## config.mk

```make
export PLATFORM = sky130hd
export DESIGN_NAME = osp_ctrl
export DESIGN_NICKNAME = d
export VERILOG_FILES = /design/src/osp_pkg.sv /design/src/osp_ctrl.sv
export SDC_FILE = /design/constraint.sdc
export NUM_CORES = 1
export LEC_CHECK = 0
export BUFFER_PORTS_ARGS = -buffer_cell sky130_fd_sc_hd__buf_4
export CORE_MARGIN = 1
export CORE_UTILIZATION = 35
export CTS_BUF_LIST = sky130_fd_sc_hd__clkbuf_16
export CTS_CLUSTER_SIZE = 28
export DETAILED_ROUTE_END_ITERATION = 10
export SYNTH_ARGS = -nofsm -noshare
export SYNTH_HDL_FRONTEND = slang
export SYNTH_SLANG_ARGS = --single-unit
```

## constraint.sdc

```tcl
create_clock -name pclk -period 2 [get_ports pclk]
set_clock_uncertainty 0.15 [all_clocks]
set_input_delay 0 -clock pclk [delete_from_list [all_inputs] [get_ports pclk]]
set_output_delay 0 -clock pclk [all_outputs]
set_load 0.02 [all_outputs]
```

## src/osp_pkg.sv

```systemverilog
// package: register map, field positions, reset values, timing constants
package osp_pkg;
    // register byte offsets (all word aligned)
    localparam logic [11:0] REG_CLKSEL  = 12'h000;
    localparam logic [11:0] REG_STBYCFG = 12'h004;
    localparam logic [11:0] REG_GATE    = 12'h008;
    localparam logic [11:0] REG_CMD     = 12'h00C;
    localparam logic [11:0] REG_STATUS  = 12'h010;
    localparam logic [11:0] REG_BANKOFF = 12'h014;
    localparam logic [11:0] REG_CLKNET  = 12'h018;
    localparam logic [11:0] REG_GUARD   = 12'h01C;

    // master clock selection: 21 nominal settings, index 0 is 2.08 MHz
    localparam int          MCLK_CODES   = 21;
    localparam logic [4:0]  MCLK_DEFAULT = 5'h00;

    // standby configuration field positions
    localparam int STBY_BANDGAP_OFF = 0;
    localparam int STBY_POR_OFF     = 1;
    localparam int STBY_OSC_OFF     = 2;
    localparam int STBY_PLL_OFF     = 3;
    localparam int STBY_WAKE_EN     = 4;
    localparam int STBY_MON_EN      = 5;
    localparam int STBY_LOW_VOLT    = 6;
    localparam int STBY_REGULATOR   = 7;
    localparam logic [7:0] STBY_RESET = 8'h20;

    // static gate field positions
    localparam int GATE_OSC_EN = 0;
    localparam int GATE_PLL_EN = 1;
    localparam logic [1:0] GATE_RESET = 2'h1;

    // command bits (write one to act)
    localparam int CMD_CLKCFG_DONE = 0;

    // widths
    localparam int BANKS    = 8;
    localparam int CLK_NETS = 8;
    localparam int GUARDS   = 16;
    localparam int PLL_OUTS = 4;

    // reset pulse length after a droop
    localparam int RESET_PULSE_NS  = 100;
    localparam int CLK_PERIOD_NS   = 4;
    localparam int RESET_PULSE_CYC =
        (RESET_PULSE_NS + CLK_PERIOD_NS - 1) / CLK_PERIOD_NS;
    localparam logic [7:0] RESET_PULSE_CNT = 8'(RESET_PULSE_CYC);

    typedef enum logic [1:0] {
        OSP_WAIT_SUPPLY,
        OSP_LOAD,
        OSP_USER,
        OSP_STANDBY
    } osp_state_t;
endpackage : osp_pkg

```

## src/osp_ctrl.sv

```systemverilog
// oscillator, standby gating and power-on reset sequencer with apb slave
//
// Behaviour
// RULE1: oscillator enabled by config bit and user input
// RULE2: oscillator output feeds clock tree or pll
// RULE3: power up with 2.08 MHz master clock
// RULE4: switch frequency once clock bits received
// RULE5: no selection keeps 2.08 MHz default
// RULE6: master clock picks one of 21 settings
// RULE7: standby bandgap off kills analog blocks
// RULE8: por off in standby, detector stays
// RULE9: oscillator off statically or in standby
// RULE10: pll off statically or in standby
// RULE11: pll waits for low outputs before off
// RULE12: differential buffers disabled per bank
// RULE13: each primary clock net has enable
// RULE14: input guard switches buffers off
// RULE15: supplies up start nonvolatile config load
// RULE16: user mode monitoring chosen by config
// RULE17: droop resets and restarts supply monitoring
// RULE18: regulated parts monitor external supply too
// RULE19: bandgap off leaves low power detector
// RULE20: unsure supplies keep bandgap and por on
// RULE21: standby and wake act only when enabled
// RULE22: standby gates, wake restores resources
//
// Local design decisions: the placing of the registers and the APB interface to the registers.
`timescale 1ns/100ps
`default_nettype none
module osp_ctrl (
    // apb
    input  wire logic        pclk,
    input  wire logic        presetn,
    input  wire logic        psel,
    input  wire logic        penable,
    input  wire logic        pwrite,
    input  wire logic [11:0] paddr,
    input  wire logic [31:0] pwdata,
    output logic      [31:0] prdata,
    output logic             pready,
    output logic             pslverr,
    // supply comparators (asynchronous)
    input  wire logic        core_above_rising_threshold,
    input  wire logic        io_above_rising_threshold,
    input  wire logic        ext_above_rising_threshold,
    input  wire logic        core_above_droop_threshold_bandgap_on,
    input  wire logic        core_above_droop_threshold_bandgap_off,
    // configuration download handshake
    output logic             nonvolatile_config_memory_load,
    input  wire logic        config_load_done,
    output logic             device_reset,
    // user core requests
    input  wire logic        user_osc_enable,
    input  wire logic        standby_request,
    input  wire logic        wakeup_request,
    // pll
    input  wire logic [3:0]  pll_out_level,
    output logic             pll_outputs_stop,
    output logic             pll_power_on,
    // analog enables
    output logic             bandgap_on,
    output logic             por_on,
    output logic             low_power_detector_on,
    output logic             osc_on,
    output logic             osc_to_pll_ref,
    output logic      [4:0]  master_clock_select,
    output logic      [7:0]  diff_bank_on,
    output logic      [7:0]  clock_net_on,
    output logic      [15:0] input_buffer_on
);
    // synchronisers for asynchronous inputs
    logic [7:0] sync1;
    logic [7:0] sync2;
    logic [3:0] pll1;
    logic [3:0] pll2;
    always_ff @(posedge pclk or negedge presetn) begin
        if (!presetn) begin
            sync1 <= 8'h00;
            sync2 <= 8'h00;
            pll1  <= 4'h0;
            pll2  <= 4'h0;
        end else begin
            sync1 <= {user_osc_enable, wakeup_request, standby_request,
                      core_above_droop_threshold_bandgap_off,
                      core_above_droop_threshold_bandgap_on,
                      ext_above_rising_threshold,
                      io_above_rising_threshold,
                      core_above_rising_threshold};
            sync2 <= sync1;
            pll1  <= pll_out_level;
            pll2  <= pll1;
        end
    end
    wire core_up    = sync2[0];
    wire io_up      = sync2[1];
    wire ext_up     = sync2[2];
    wire above_bg   = sync2[3];
    wire above_sram = sync2[4];
    wire stby_req   = sync2[5];
    wire wake_req   = sync2[6];
    wire osc_req    = sync2[7];

    // software visible registers
    logic [4:0]  clk_sel_pending;
    logic [4:0]  clk_sel;
    logic [7:0]  stby_cfg;
    logic [1:0]  gate;
    logic [7:0]  bank_on;
    logic [7:0]  net_on;
    logic [15:0] guard_on;
    logic        droop_seen;
    logic [7:0]  rst_cnt;
    osp_pkg::osp_state_t state;
    osp_pkg::osp_state_t next_state;

    wire wr     = psel && penable && pwrite;
    wire hit_cs = paddr == osp_pkg::REG_CLKSEL;
    wire hit_sc = paddr == osp_pkg::REG_STBYCFG;
    wire hit_gt = paddr == osp_pkg::REG_GATE;
    wire hit_cm = paddr == osp_pkg::REG_CMD;
    wire hit_st = paddr == osp_pkg::REG_STATUS;
    wire hit_bk = paddr == osp_pkg::REG_BANKOFF;
    wire hit_cn = paddr == osp_pkg::REG_CLKNET;
    wire hit_gd = paddr == osp_pkg::REG_GUARD;
    wire mapped = hit_cs | hit_sc | hit_gt | hit_cm | hit_st |
                  hit_bk | hit_cn | hit_gd;
    // out of range codes are dropped so the last legal one stays
    wire sel_ok = pwdata[4:0] < 5'(osp_pkg::MCLK_CODES);          // [RULE6]
    wire clk_cfg_done = wr && hit_cm && pwdata[osp_pkg::CMD_CLKCFG_DONE];
    wire in_standby = state == osp_pkg::OSP_STANDBY;
    wire wake_en  = stby_cfg[osp_pkg::STBY_WAKE_EN];
    // bandgap may only drop on low voltage parts
    wire bg_gate  = in_standby && stby_cfg[osp_pkg::STBY_BANDGAP_OFF] &&
                    stby_cfg[osp_pkg::STBY_LOW_VOLT];              // [RULE7]
    wire por_gate = in_standby && stby_cfg[osp_pkg::STBY_POR_OFF]; // [RULE8]
    wire osc_gate = in_standby && stby_cfg[osp_pkg::STBY_OSC_OFF]; // [RULE9]
    wire pll_gate = in_standby && stby_cfg[osp_pkg::STBY_PLL_OFF];
    wire supplies_up = core_up && io_up &&                   // [RULE18]
                       (ext_up || !stby_cfg[osp_pkg::STBY_REGULATOR]);
    // droop threshold switches to the bandgap off comparator when bandgap or por is gated
    wire droop = (bg_gate || por_gate) ? !above_sram :       // [RULE19]
                 !above_bg;                                  // [RULE17]
    wire monitor = stby_cfg[osp_pkg::STBY_MON_EN];                // [RULE16]

    always_ff @(posedge pclk or negedge presetn) begin
        if (!presetn) begin
            clk_sel_pending <= osp_pkg::MCLK_DEFAULT;
            clk_sel         <= osp_pkg::MCLK_DEFAULT;              // [RULE3]
            stby_cfg        <= osp_pkg::STBY_RESET;
            gate            <= osp_pkg::GATE_RESET;
            bank_on         <= 8'hFF;
            net_on          <= 8'hFF;
            guard_on        <= 16'hFFFF;
        end else begin
            if (wr && hit_cs && sel_ok)
                clk_sel_pending <= pwdata[4:0];
            // unwritten pending value stays the default code
            if (clk_cfg_done)
                clk_sel <= clk_sel_pending; // [RULE4] [RULE5]
            if (wr && hit_sc)
                stby_cfg <= pwdata[7:0];
            if (wr && hit_gt)
                gate <= pwdata[1:0];
            if (wr && hit_bk)
                bank_on <= ~pwdata[7:0];                           // [RULE12]
            if (wr && hit_cn)
                net_on <= pwdata[7:0];                             // [RULE13]
            if (wr && hit_gd)
                guard_on <= pwdata[15:0];                          // [RULE14]
        end
    end

    // sequencer
    always_comb begin
        next_state = state;
        case (state)
            osp_pkg::OSP_WAIT_SUPPLY:
                if (supplies_up && rst_cnt == 8'h00)
                    next_state = osp_pkg::OSP_LOAD;                // [RULE15]
            osp_pkg::OSP_LOAD:
                if (!supplies_up)
                    next_state = osp_pkg::OSP_WAIT_SUPPLY;
                else if (config_load_done)
                    next_state = osp_pkg::OSP_USER;
            osp_pkg::OSP_USER:
                if (monitor && droop)
                    next_state = osp_pkg::OSP_WAIT_SUPPLY;         // [RULE17]
                else if (wake_en && stby_req)
                    next_state = osp_pkg::OSP_STANDBY; // [RULE21] [RULE22]
            osp_pkg::OSP_STANDBY:
                if ((monitor || !por_gate) && droop)
                    next_state = osp_pkg::OSP_WAIT_SUPPLY;         // [RULE19]
                else if (wake_en && wake_req)
                    next_state = osp_pkg::OSP_USER; // [RULE21] [RULE22]
            default:
                next_state = osp_pkg::OSP_WAIT_SUPPLY;
        endcase
    end

    wire restart = (state == osp_pkg::OSP_USER ||
                    state == osp_pkg::OSP_STANDBY) &&
                   next_state == osp_pkg::OSP_WAIT_SUPPLY;
    always_ff @(posedge pclk or negedge presetn) begin
        if (!presetn) begin
            state      <= osp_pkg::OSP_WAIT_SUPPLY;
            rst_cnt    <= 8'h00;
            droop_seen <= 1'b0;
        end else begin
            state <= next_state;
            if (restart)
                rst_cnt <= osp_pkg::RESET_PULSE_CNT;
            else if (rst_cnt != 8'h00)
                rst_cnt <= rst_cnt - 8'h01;
            // set wins over a clearing write in the same cycle
            if (restart)
                droop_seen <= 1'b1;
            else if (wr && hit_st && pwdata[0])
                droop_seen <= 1'b0;
        end
    end

    // pll shut down waits for all outputs to read low
    wire pll_want_off = pll_gate || !gate[osp_pkg::GATE_PLL_EN]; // [RULE10]
    logic pll_pwr;
    always_ff @(posedge pclk or negedge presetn) begin
        if (!presetn)
            pll_pwr <= 1'b0;
        else if (!pll_want_off && !bg_gate)
            pll_pwr <= 1'b1;
        else if (pll2 == 4'h0)
            pll_pwr <= 1'b0;                                       // [RULE11]
    end

    // registered outputs
    always_ff @(posedge pclk or negedge presetn) begin
        if (!presetn) begin
            bandgap_on            <= 1'b1;
            por_on                <= 1'b1;
            low_power_detector_on <= 1'b1;
            osc_on                <= 1'b0;
            osc_to_pll_ref        <= 1'b0;
            master_clock_select   <= osp_pkg::MCLK_DEFAULT;
            diff_bank_on          <= 8'h00;
            clock_net_on          <= 8'h00;
            input_buffer_on       <= 16'h0000;
            device_reset          <= 1'b1;
            nonvolatile_config_memory_load <= 1'b0;
            pll_outputs_stop      <= 1'b1;
            pll_power_on          <= 1'b0;
        end else begin
            bandgap_on            <= !bg_gate;                     // [RULE7]
            por_on                <= !bg_gate && !por_gate; // [RULE8] [RULE19]
            low_power_detector_on <= 1'b1;
            // user enable is a core pin, so only its synced copy is used
            osc_on                <= gate[osp_pkg::GATE_OSC_EN] &&
                                     osc_req &&
                                     !osc_gate && !bg_gate;  // [RULE1] [RULE9]
            osc_to_pll_ref        <= gate[osp_pkg::GATE_PLL_EN];    // [RULE2]
            master_clock_select   <= clk_sel;                      // [RULE6]
            diff_bank_on          <= bg_gate ? 8'h00 : bank_on;    // [RULE7]
            clock_net_on          <= net_on;                       // [RULE13]
            input_buffer_on       <= guard_on;                     // [RULE14]
            device_reset          <= state != osp_pkg::OSP_USER &&
                                     state != osp_pkg::OSP_STANDBY;
            nonvolatile_config_memory_load <=
                next_state == osp_pkg::OSP_LOAD;                   // [RULE15]
            pll_outputs_stop      <= pll_want_off || bg_gate;     // [RULE11]
            pll_power_on          <= pll_pwr;
        end
    end

    // apb read path, zero wait states
    wire [31:0] rd_status = {27'h0, pll_pwr, state == osp_pkg::OSP_STANDBY,
                             state == osp_pkg::OSP_USER, rst_cnt != 8'h00,
                             droop_seen};
    assign prdata = !(psel && !pwrite) ? 32'h0 :
                    hit_cs ? {27'h0, clk_sel_pending} :
                    hit_sc ? {24'h0, stby_cfg} :
                    hit_gt ? {30'h0, gate} :
                    hit_st ? rd_status :
                    hit_bk ? {24'h0, ~bank_on} :
                    hit_cn ? {24'h0, net_on} :
                    hit_gd ? {16'h0, guard_on} : 32'h0;
    assign pready  = 1'b1;
    assign pslverr = psel && penable && !mapped;

    // checks
    a_pll_off_low: assert property (@(posedge pclk) disable iff (!presetn)
        $fell(pll_pwr) |-> $past(pll2) == 4'h0)            // [RULE11]
        else $error("pll powered off with a high output");
    a_clk_waits_cmd: assert property (@(posedge pclk) disable iff (!presetn)
        $changed(clk_sel) |-> $past(clk_cfg_done))          // [RULE4]
        else $error("master clock changed without config done");
    a_stby_needs_en: assert property (@(posedge pclk) disable iff (!presetn)
        (state == osp_pkg::OSP_USER && !wake_en) |=>
        state != osp_pkg::OSP_STANDBY)                      // [RULE21]
        else $error("standby entered with wake feature off");
    a_droop_reset: assert property (@(posedge pclk) disable iff (!presetn)
        restart |=> ##1 device_reset)                        // [RULE17]
        else $error("droop did not raise reset");
    a_osc_gate: assert property (@(posedge pclk) disable iff (!presetn)
        !osc_req |=> !osc_on)                                // [RULE1]
        else $error("oscillator ran with user enable low");
    a_bg_kills: assert property (@(posedge pclk) disable iff (!presetn)
        bg_gate |=> !bandgap_on && !por_on && !osc_on &&
        diff_bank_on == 8'h00)                              // [RULE7]
        else $error("bandgap off left analog blocks running");
    a_load_start: assert property (@(posedge pclk) disable iff (!presetn)
        (state == osp_pkg::OSP_WAIT_SUPPLY && next_state == osp_pkg::OSP_LOAD)
        |=> nonvolatile_config_memory_load)                 // [RULE15]
        else $error("config load not started");
    a_wake_restore: assert property (@(posedge pclk) disable iff (!presetn)
        (in_standby && wake_en && wake_req && !droop) |=>
        state == osp_pkg::OSP_USER)                          // [RULE22]
        else $error("wake request ignored");
    a_bank_follow: assert property (@(posedge pclk) disable iff (!presetn)
        !bg_gate |=> diff_bank_on == $past(bank_on))        // [RULE12]
        else $error("bank enables did not follow register");
    a_net_follow: assert property (@(posedge pclk) disable iff (!presetn)
        1'b1 |=> clock_net_on == $past(net_on))             // [RULE13]
        else $error("clock net enables did not follow register");
    a_droop_flag: assert property (@(posedge pclk) disable iff (!presetn)
        restart |=> droop_seen)                             // [RULE17]
        else $error("droop flag not set on restart");
endmodule : osp_ctrl
`default_nettype wire

```

# After elaboration in Yosys (flattened, before gate mapping)
# Index checks and enable logic that the tools add are counted.
# totals
regBits	133
latch_bits	0
mem_bits_rw	0
rom_bits	0
word_cells	134
memories	0
# classes
n_addsub	1
multipliers	0
div	0
magnitude_cmp	1
eq_ne	13
n_shift	0
muxes	24
n_bitwise	9
n_reduce_logical	59
# ops
cell	count
16-bit 2-to-1 mux	8
12-bit by 5-bit == test with 1-bit output, second input constant	4
1-bit logical AND	34
12-bit by 4-bit == test with 1-bit output, second input constant	2
8-bit 2-to-1 mux	3
8-bit NOT	2
2-bit 2-to-1 mux	7
12-bit by 3-bit == test with 1-bit output, second input constant	1
12-bit zero test	1
1-bit zero test	10
8-bit zero test	1
2-bit one-hot mux with 4 select lines	1
8-bit nonzero test	1
8-bit by 1-bit subtractor with 8-bit output, second input constant	1
1-bit OR	7
1-bit logical OR	6
2-bit nonzero test	3
5-bit < comparator, second input constant	1
1-bit 2-to-1 mux	5
2-bit by 1-bit == test with 1-bit output, second input constant	2
2-bit == test, second input constant	2
2-bit zero test	2
4-bit zero test	1
2-bit inequality test, second input constant	2

# Depth between registers and ports, before layout
# depth
depth_word	11
ltp_mapped	6

# Worst setup path before layout
# Ideal clock, no wire load.
# synth_timing
kind	input to output
start	input paddr[1]
end	output prdata[3]
arrival_ps	1700
t_required_ps	1850
slack_ps	150
stages	4
n_path_buf	0
path_cell_list	or4_4 -> nor4_4 -> a21boi_0 -> a221oi_1
# synth_between
elab_chain_len	9
elab_cells_between_ends	15
classes_between	6 x eq/ne; 8 x mux; 1 x reduce/logical
# synth_lines
element	line_no	text
from (decl)	osp_ctrl.sv:37	input wire logic [11:0] paddr,
12-bit by 5-bit == test with 1-bit output	osp_ctrl.sv:124	wire hit_gd = paddr == osp_pkg::REG_GUARD;
16-bit 2-to-1 mux	osp_ctrl.sv:283	hit_gd ? {16'h0, guard_on} : 32'h0;
16-bit 2-to-1 mux	osp_ctrl.sv:282	hit_cn ? {24'h0, net_on} :
16-bit 2-to-1 mux	osp_ctrl.sv:281	hit_bk ? {24'h0, ~bank_on} :
16-bit 2-to-1 mux	osp_ctrl.sv:280	hit_st ? rd_status :
16-bit 2-to-1 mux	osp_ctrl.sv:279	hit_gt ? {30'h0, gate} :
16-bit 2-to-1 mux	osp_ctrl.sv:278	hit_sc ? {24'h0, stby_cfg} :
16-bit 2-to-1 mux *	osp_ctrl.sv:277	hit_cs ? {27'h0, clk_sel_pending} :
16-bit 2-to-1 mux *	osp_ctrl.sv:276	assign prdata = !(psel && !pwrite) ? 32'h0 :
to (decl)	osp_ctrl.sv:39	output logic [31:0] prdata,
# Mark *: on every way between the ends. The rest lies on a longest branch, timed or not.

# Worst setup path in the final report
# layout_timing
start	register state[0]
end	output prdata[2]
# layout_between
elab_chain_len	6
# layout_lines
element	line_no	text
from (decl)	osp_ctrl.sv:113	osp_pkg::osp_state_t state;
from (signal assigned)	osp_ctrl.sv:205	state <= osp_pkg::OSP_WAIT_SUPPLY;
from (signal assigned)	osp_ctrl.sv:209	state <= next_state;
2-bit == test	osp_ctrl.sv:274	state == osp_pkg::OSP_USER, rst_cnt != 8'h00,
16-bit 2-to-1 mux	osp_ctrl.sv:280	
16-bit 2-to-1 mux	osp_ctrl.sv:279	
16-bit 2-to-1 mux	osp_ctrl.sv:278	
16-bit 2-to-1 mux	osp_ctrl.sv:277	
16-bit 2-to-1 mux	osp_ctrl.sv:276	
# No other way between the ends.

==> results.cfg <==
[power]
cellLeakagePower_uw = 0.00349
worst_vdd_drop_mv = 0.638
total_power_uw = 6870
pwr_density_cell_nw_per_um2 = 913

[synthesis]
synthesis.yosys.warnings = 0
synthesis.instances = 410
seq_area_frac_synth = 0.624
main_area_contributors_after_synthesis = dfrtp_1, dfstp_2, mux2_2
synth-seq-cells = 133
number_of_enable_type_register_cells_in_the_synthesized_netlist = 0
post-synth-top-area-fraction = 0.440
synth_top_cell_by_area = dfrtp_1
asyncSetResetFlopFracSynth = 1.00
synth.top_cells.by_count = dfrtp_1, mux2_2, dfstp_2, buf_4
synth_flop_cell = dfrtp_1
ys_types = 54
synth.avg_cell_area_um2 = 13.2
synth.most_common_cell = dfrtp_1
mappedNetlistArea_um2 = 5410

[clock_tree]
worst_skew_pair.late_latency_ps = 420
tritoncts_num_sinks = 133
cts_tree = yes
cts.path.max_buffers = 2
h_tree_depth_reported_by_cts = 4
cts-buffers-inserted = 17
clk_transition_reported_paths_ps = 60
cts_root_buffer = clkbuf_16

[finish]
finalInstanceArea_um2 = 7520
n_antenna_cell = 0
post_route_cells_drive_above_1_share = 0.462
filler_cell_count = 1304
postLayoutCoreUtil = 0.497
final_nets = 648
areaGrowthSynthToFinish_pct = 39.2

[placement]
port_buffers = 107
place_congestion = 0.861
placed_cell_area_um2 = 6560
dp_worst_setup_slack_ps = -18.6
detailedPlacementHpwl_mm = 9.42

[floorplan]
floorplan.core_area_um2 = 15100
floorplan.die_area_um2 = 15900
num_rows = 45
initial_core_util = 0.357
design.portCount = 142
floorplan.die.width_um = 126
die_height_um = 126

[routing]
routed_via_density = 4.81
drtIter0Drc = 166
remaining_drc_errors = 0
drtPass1Iterations = 4
postRouteWirelength_mm = 13.4
route.antenna.remaining_nets = 0
avgRoutedWirePerCell_um = 17.0
num_vias = 3780

[global_route]
grt_start_max_net_pins = 68
first_global_vias = 4144
first_pass_grt_wire_length_mm = 21.7
antenna_found_initial = 0
globalRouteOverflowTotal = 0
grtUsageTotal = 0.180

[sta]
timing.final.crit_period_ps = 2080
finalMaxSlewViolations = 0
max_freq_mhz = 481
grt_setup_unrepaired = yes
finalHoldViolCount = 0
fin_crit_sh = 1.04
slew_headroom = 0.645
tightest_slew_ps = 527
setup_viol = 4
finalWorstSetupSlack_ps = -78.9

[min_path]
class_of_the_tightest_hold_or_removal_check = primary input to async pin

[worst_setup_path]
cell_by_cell_trace_of_the_critical_path = or3_4 > a221o_1 > a31oi_1 > buf_4
cp-start-kind = flip-flop
crit_type = flip-flop to output port
worstPathRequired_ps = 1850
worst_setup_path_end_kind = output port
cp.arrival_ps = 1930
worst-path-max-fanout = 4
critical-path-slowest-cell = dfrtp_2
critical_path.max_stage_delay_ps = 430

[run_status]
violated_checks = setup timing
result_of_the_run = finished with violations

[job]
maxCapViolations = 0
cell families (layout without fill, tap and decap cells):
| logic type | count (synthesis) | in the layout | synth area share |
|---|---|---|---|
| XOR/XNOR | 5 | 5 | 0.00810 |
| buffers and inverters | 43 | 215 | 0.0440 |
| AO/OA/AOI/OAI | 60 | 60 | 0.0764 |
| other | 2 | 18 | 0.00139 |
| adder cells (fa/ha/maj) | 1 | 1 | 0.00231 |
| multiplexers | 55 | 55 | 0.112 |
| flip-flops | 133 | 133 | 0.624 |
| AND/OR/NAND/NOR | 111 | 111 | 0.131 |
where the power goes:
part           switching [uW]  internal [uW]  leakage (uW)
sequential                125           2840       0.00160
combinational             487            448       0.00161
clock                    1150           1810      0.000280
total                    1760           5110       0.00349
state kept, by name, indices dropped and copies added, names as in the netlist, 8 cells and up:
signal           count
bank_on              8
sync2                8
clock_net_on         8
diff_bank_on         8
rst_cnt              8
input_buffer_on     16
net_on               8
guard_on            16
sync1                8
stby_cfg             8
final cells by class:
cell class | count | area (um^2) | share of cell area
Clock buffer | 17 | 425 | 0.0565
Clock inverter | 15 | 140 | 0.0186
Inverter | 15 | 56.3 | 0.00748
Multi-Input combinational cell | 250 | 1920 | 0.255
Sequential cell | 133 | 3380 | 0.449
Tap cell | 188 | 235 | 0.0313
Timing Repair Buffer | 168 | 1370 | 0.183
worst paths after layout:
path / from / to / slack [ps] / depth (start not counted)
min: presetn / pll_outputs_stop / 30 / 2
max reg2reg: rst_cnt[3] / rst_cnt[3] / 250 / 4
max: state[0] / prdata[2] / -80 / 4
min reg2reg: pll1[1] / pll2[1] / 200 / 0
min in group pclk: psel / droop_seen / 30 / 4
max in group asynchronous: presetn / bank_on[7] / 1250 / 3
cell usage in the layout (no fill, tap or decap), types with 3 or more instances in the layout:
cell           instances
dlygate4sd3_1         30
nor2b_1                5
nand2_1               17
and2_1                16
mux2_2                45
o211ai_1               4
a22oi_1                4
o21ai_0                8
clkbuf_16             17
a21oi_1               14
xor2_1                 3
and3_1                 4
nor2_1                14
a32o_1                 3
inv_1                 15
nand2b_1              17
buf_12                 3
or2_2                  3
nand3_1                4
clkinv_2               3
mux2i_1               10
clkinv_4               3
dfstp_2               38
buf_4                135
nor4_4                 3
nor3_2                 4
dfrtp_1               94
conb_1                18
nor3_1                 5
nand4_1                6
metrics by stage:
| stage | setup TNS (ps) | cells | hold WS, ps |
|---|---|---|---|
| after global routing | -434 | 786 | 46.7 |
| after detailed placement | -18.6 | 721 | -172 |
| final | -180 | 786 | 26.3 |
| after floorplan | 0 | 426 | -446 |
| after CTS | -249 | 785 | 11.0 |
| after global placement | 0 | 721 | -176 |
metal layers:
metal  global-route usage  routed length (um)  vias to the layer above
li1                     -                   -                     1774
met1                0.217                5680                     1884
met5                    0                   0                        -
met2                0.307                6860                      107
met3               0.0506                 674                       15
met4               0.0673                 176                        0
worst max-delay path: cells and delay by family, from the launching register on:
family / cells / cell delay (ps)
AND/OR/NAND/NOR: 1 / 390
buffers and inverters: 1 / 180
AO/OA/AOI/OAI: 2 / 510
flip-flops: 1 / 430
what timing repair did:
item | CTS | global route
endpoints found under the hold margin | 168 | 0
pin swaps | 8 | 3
endpoints found under the setup margin | 4 | 5
buffers inserted | 2 | 1
gates resized for setup | 13 | 5
hold buffers | 31 | 0
Power figures use the tool's default switching activity.
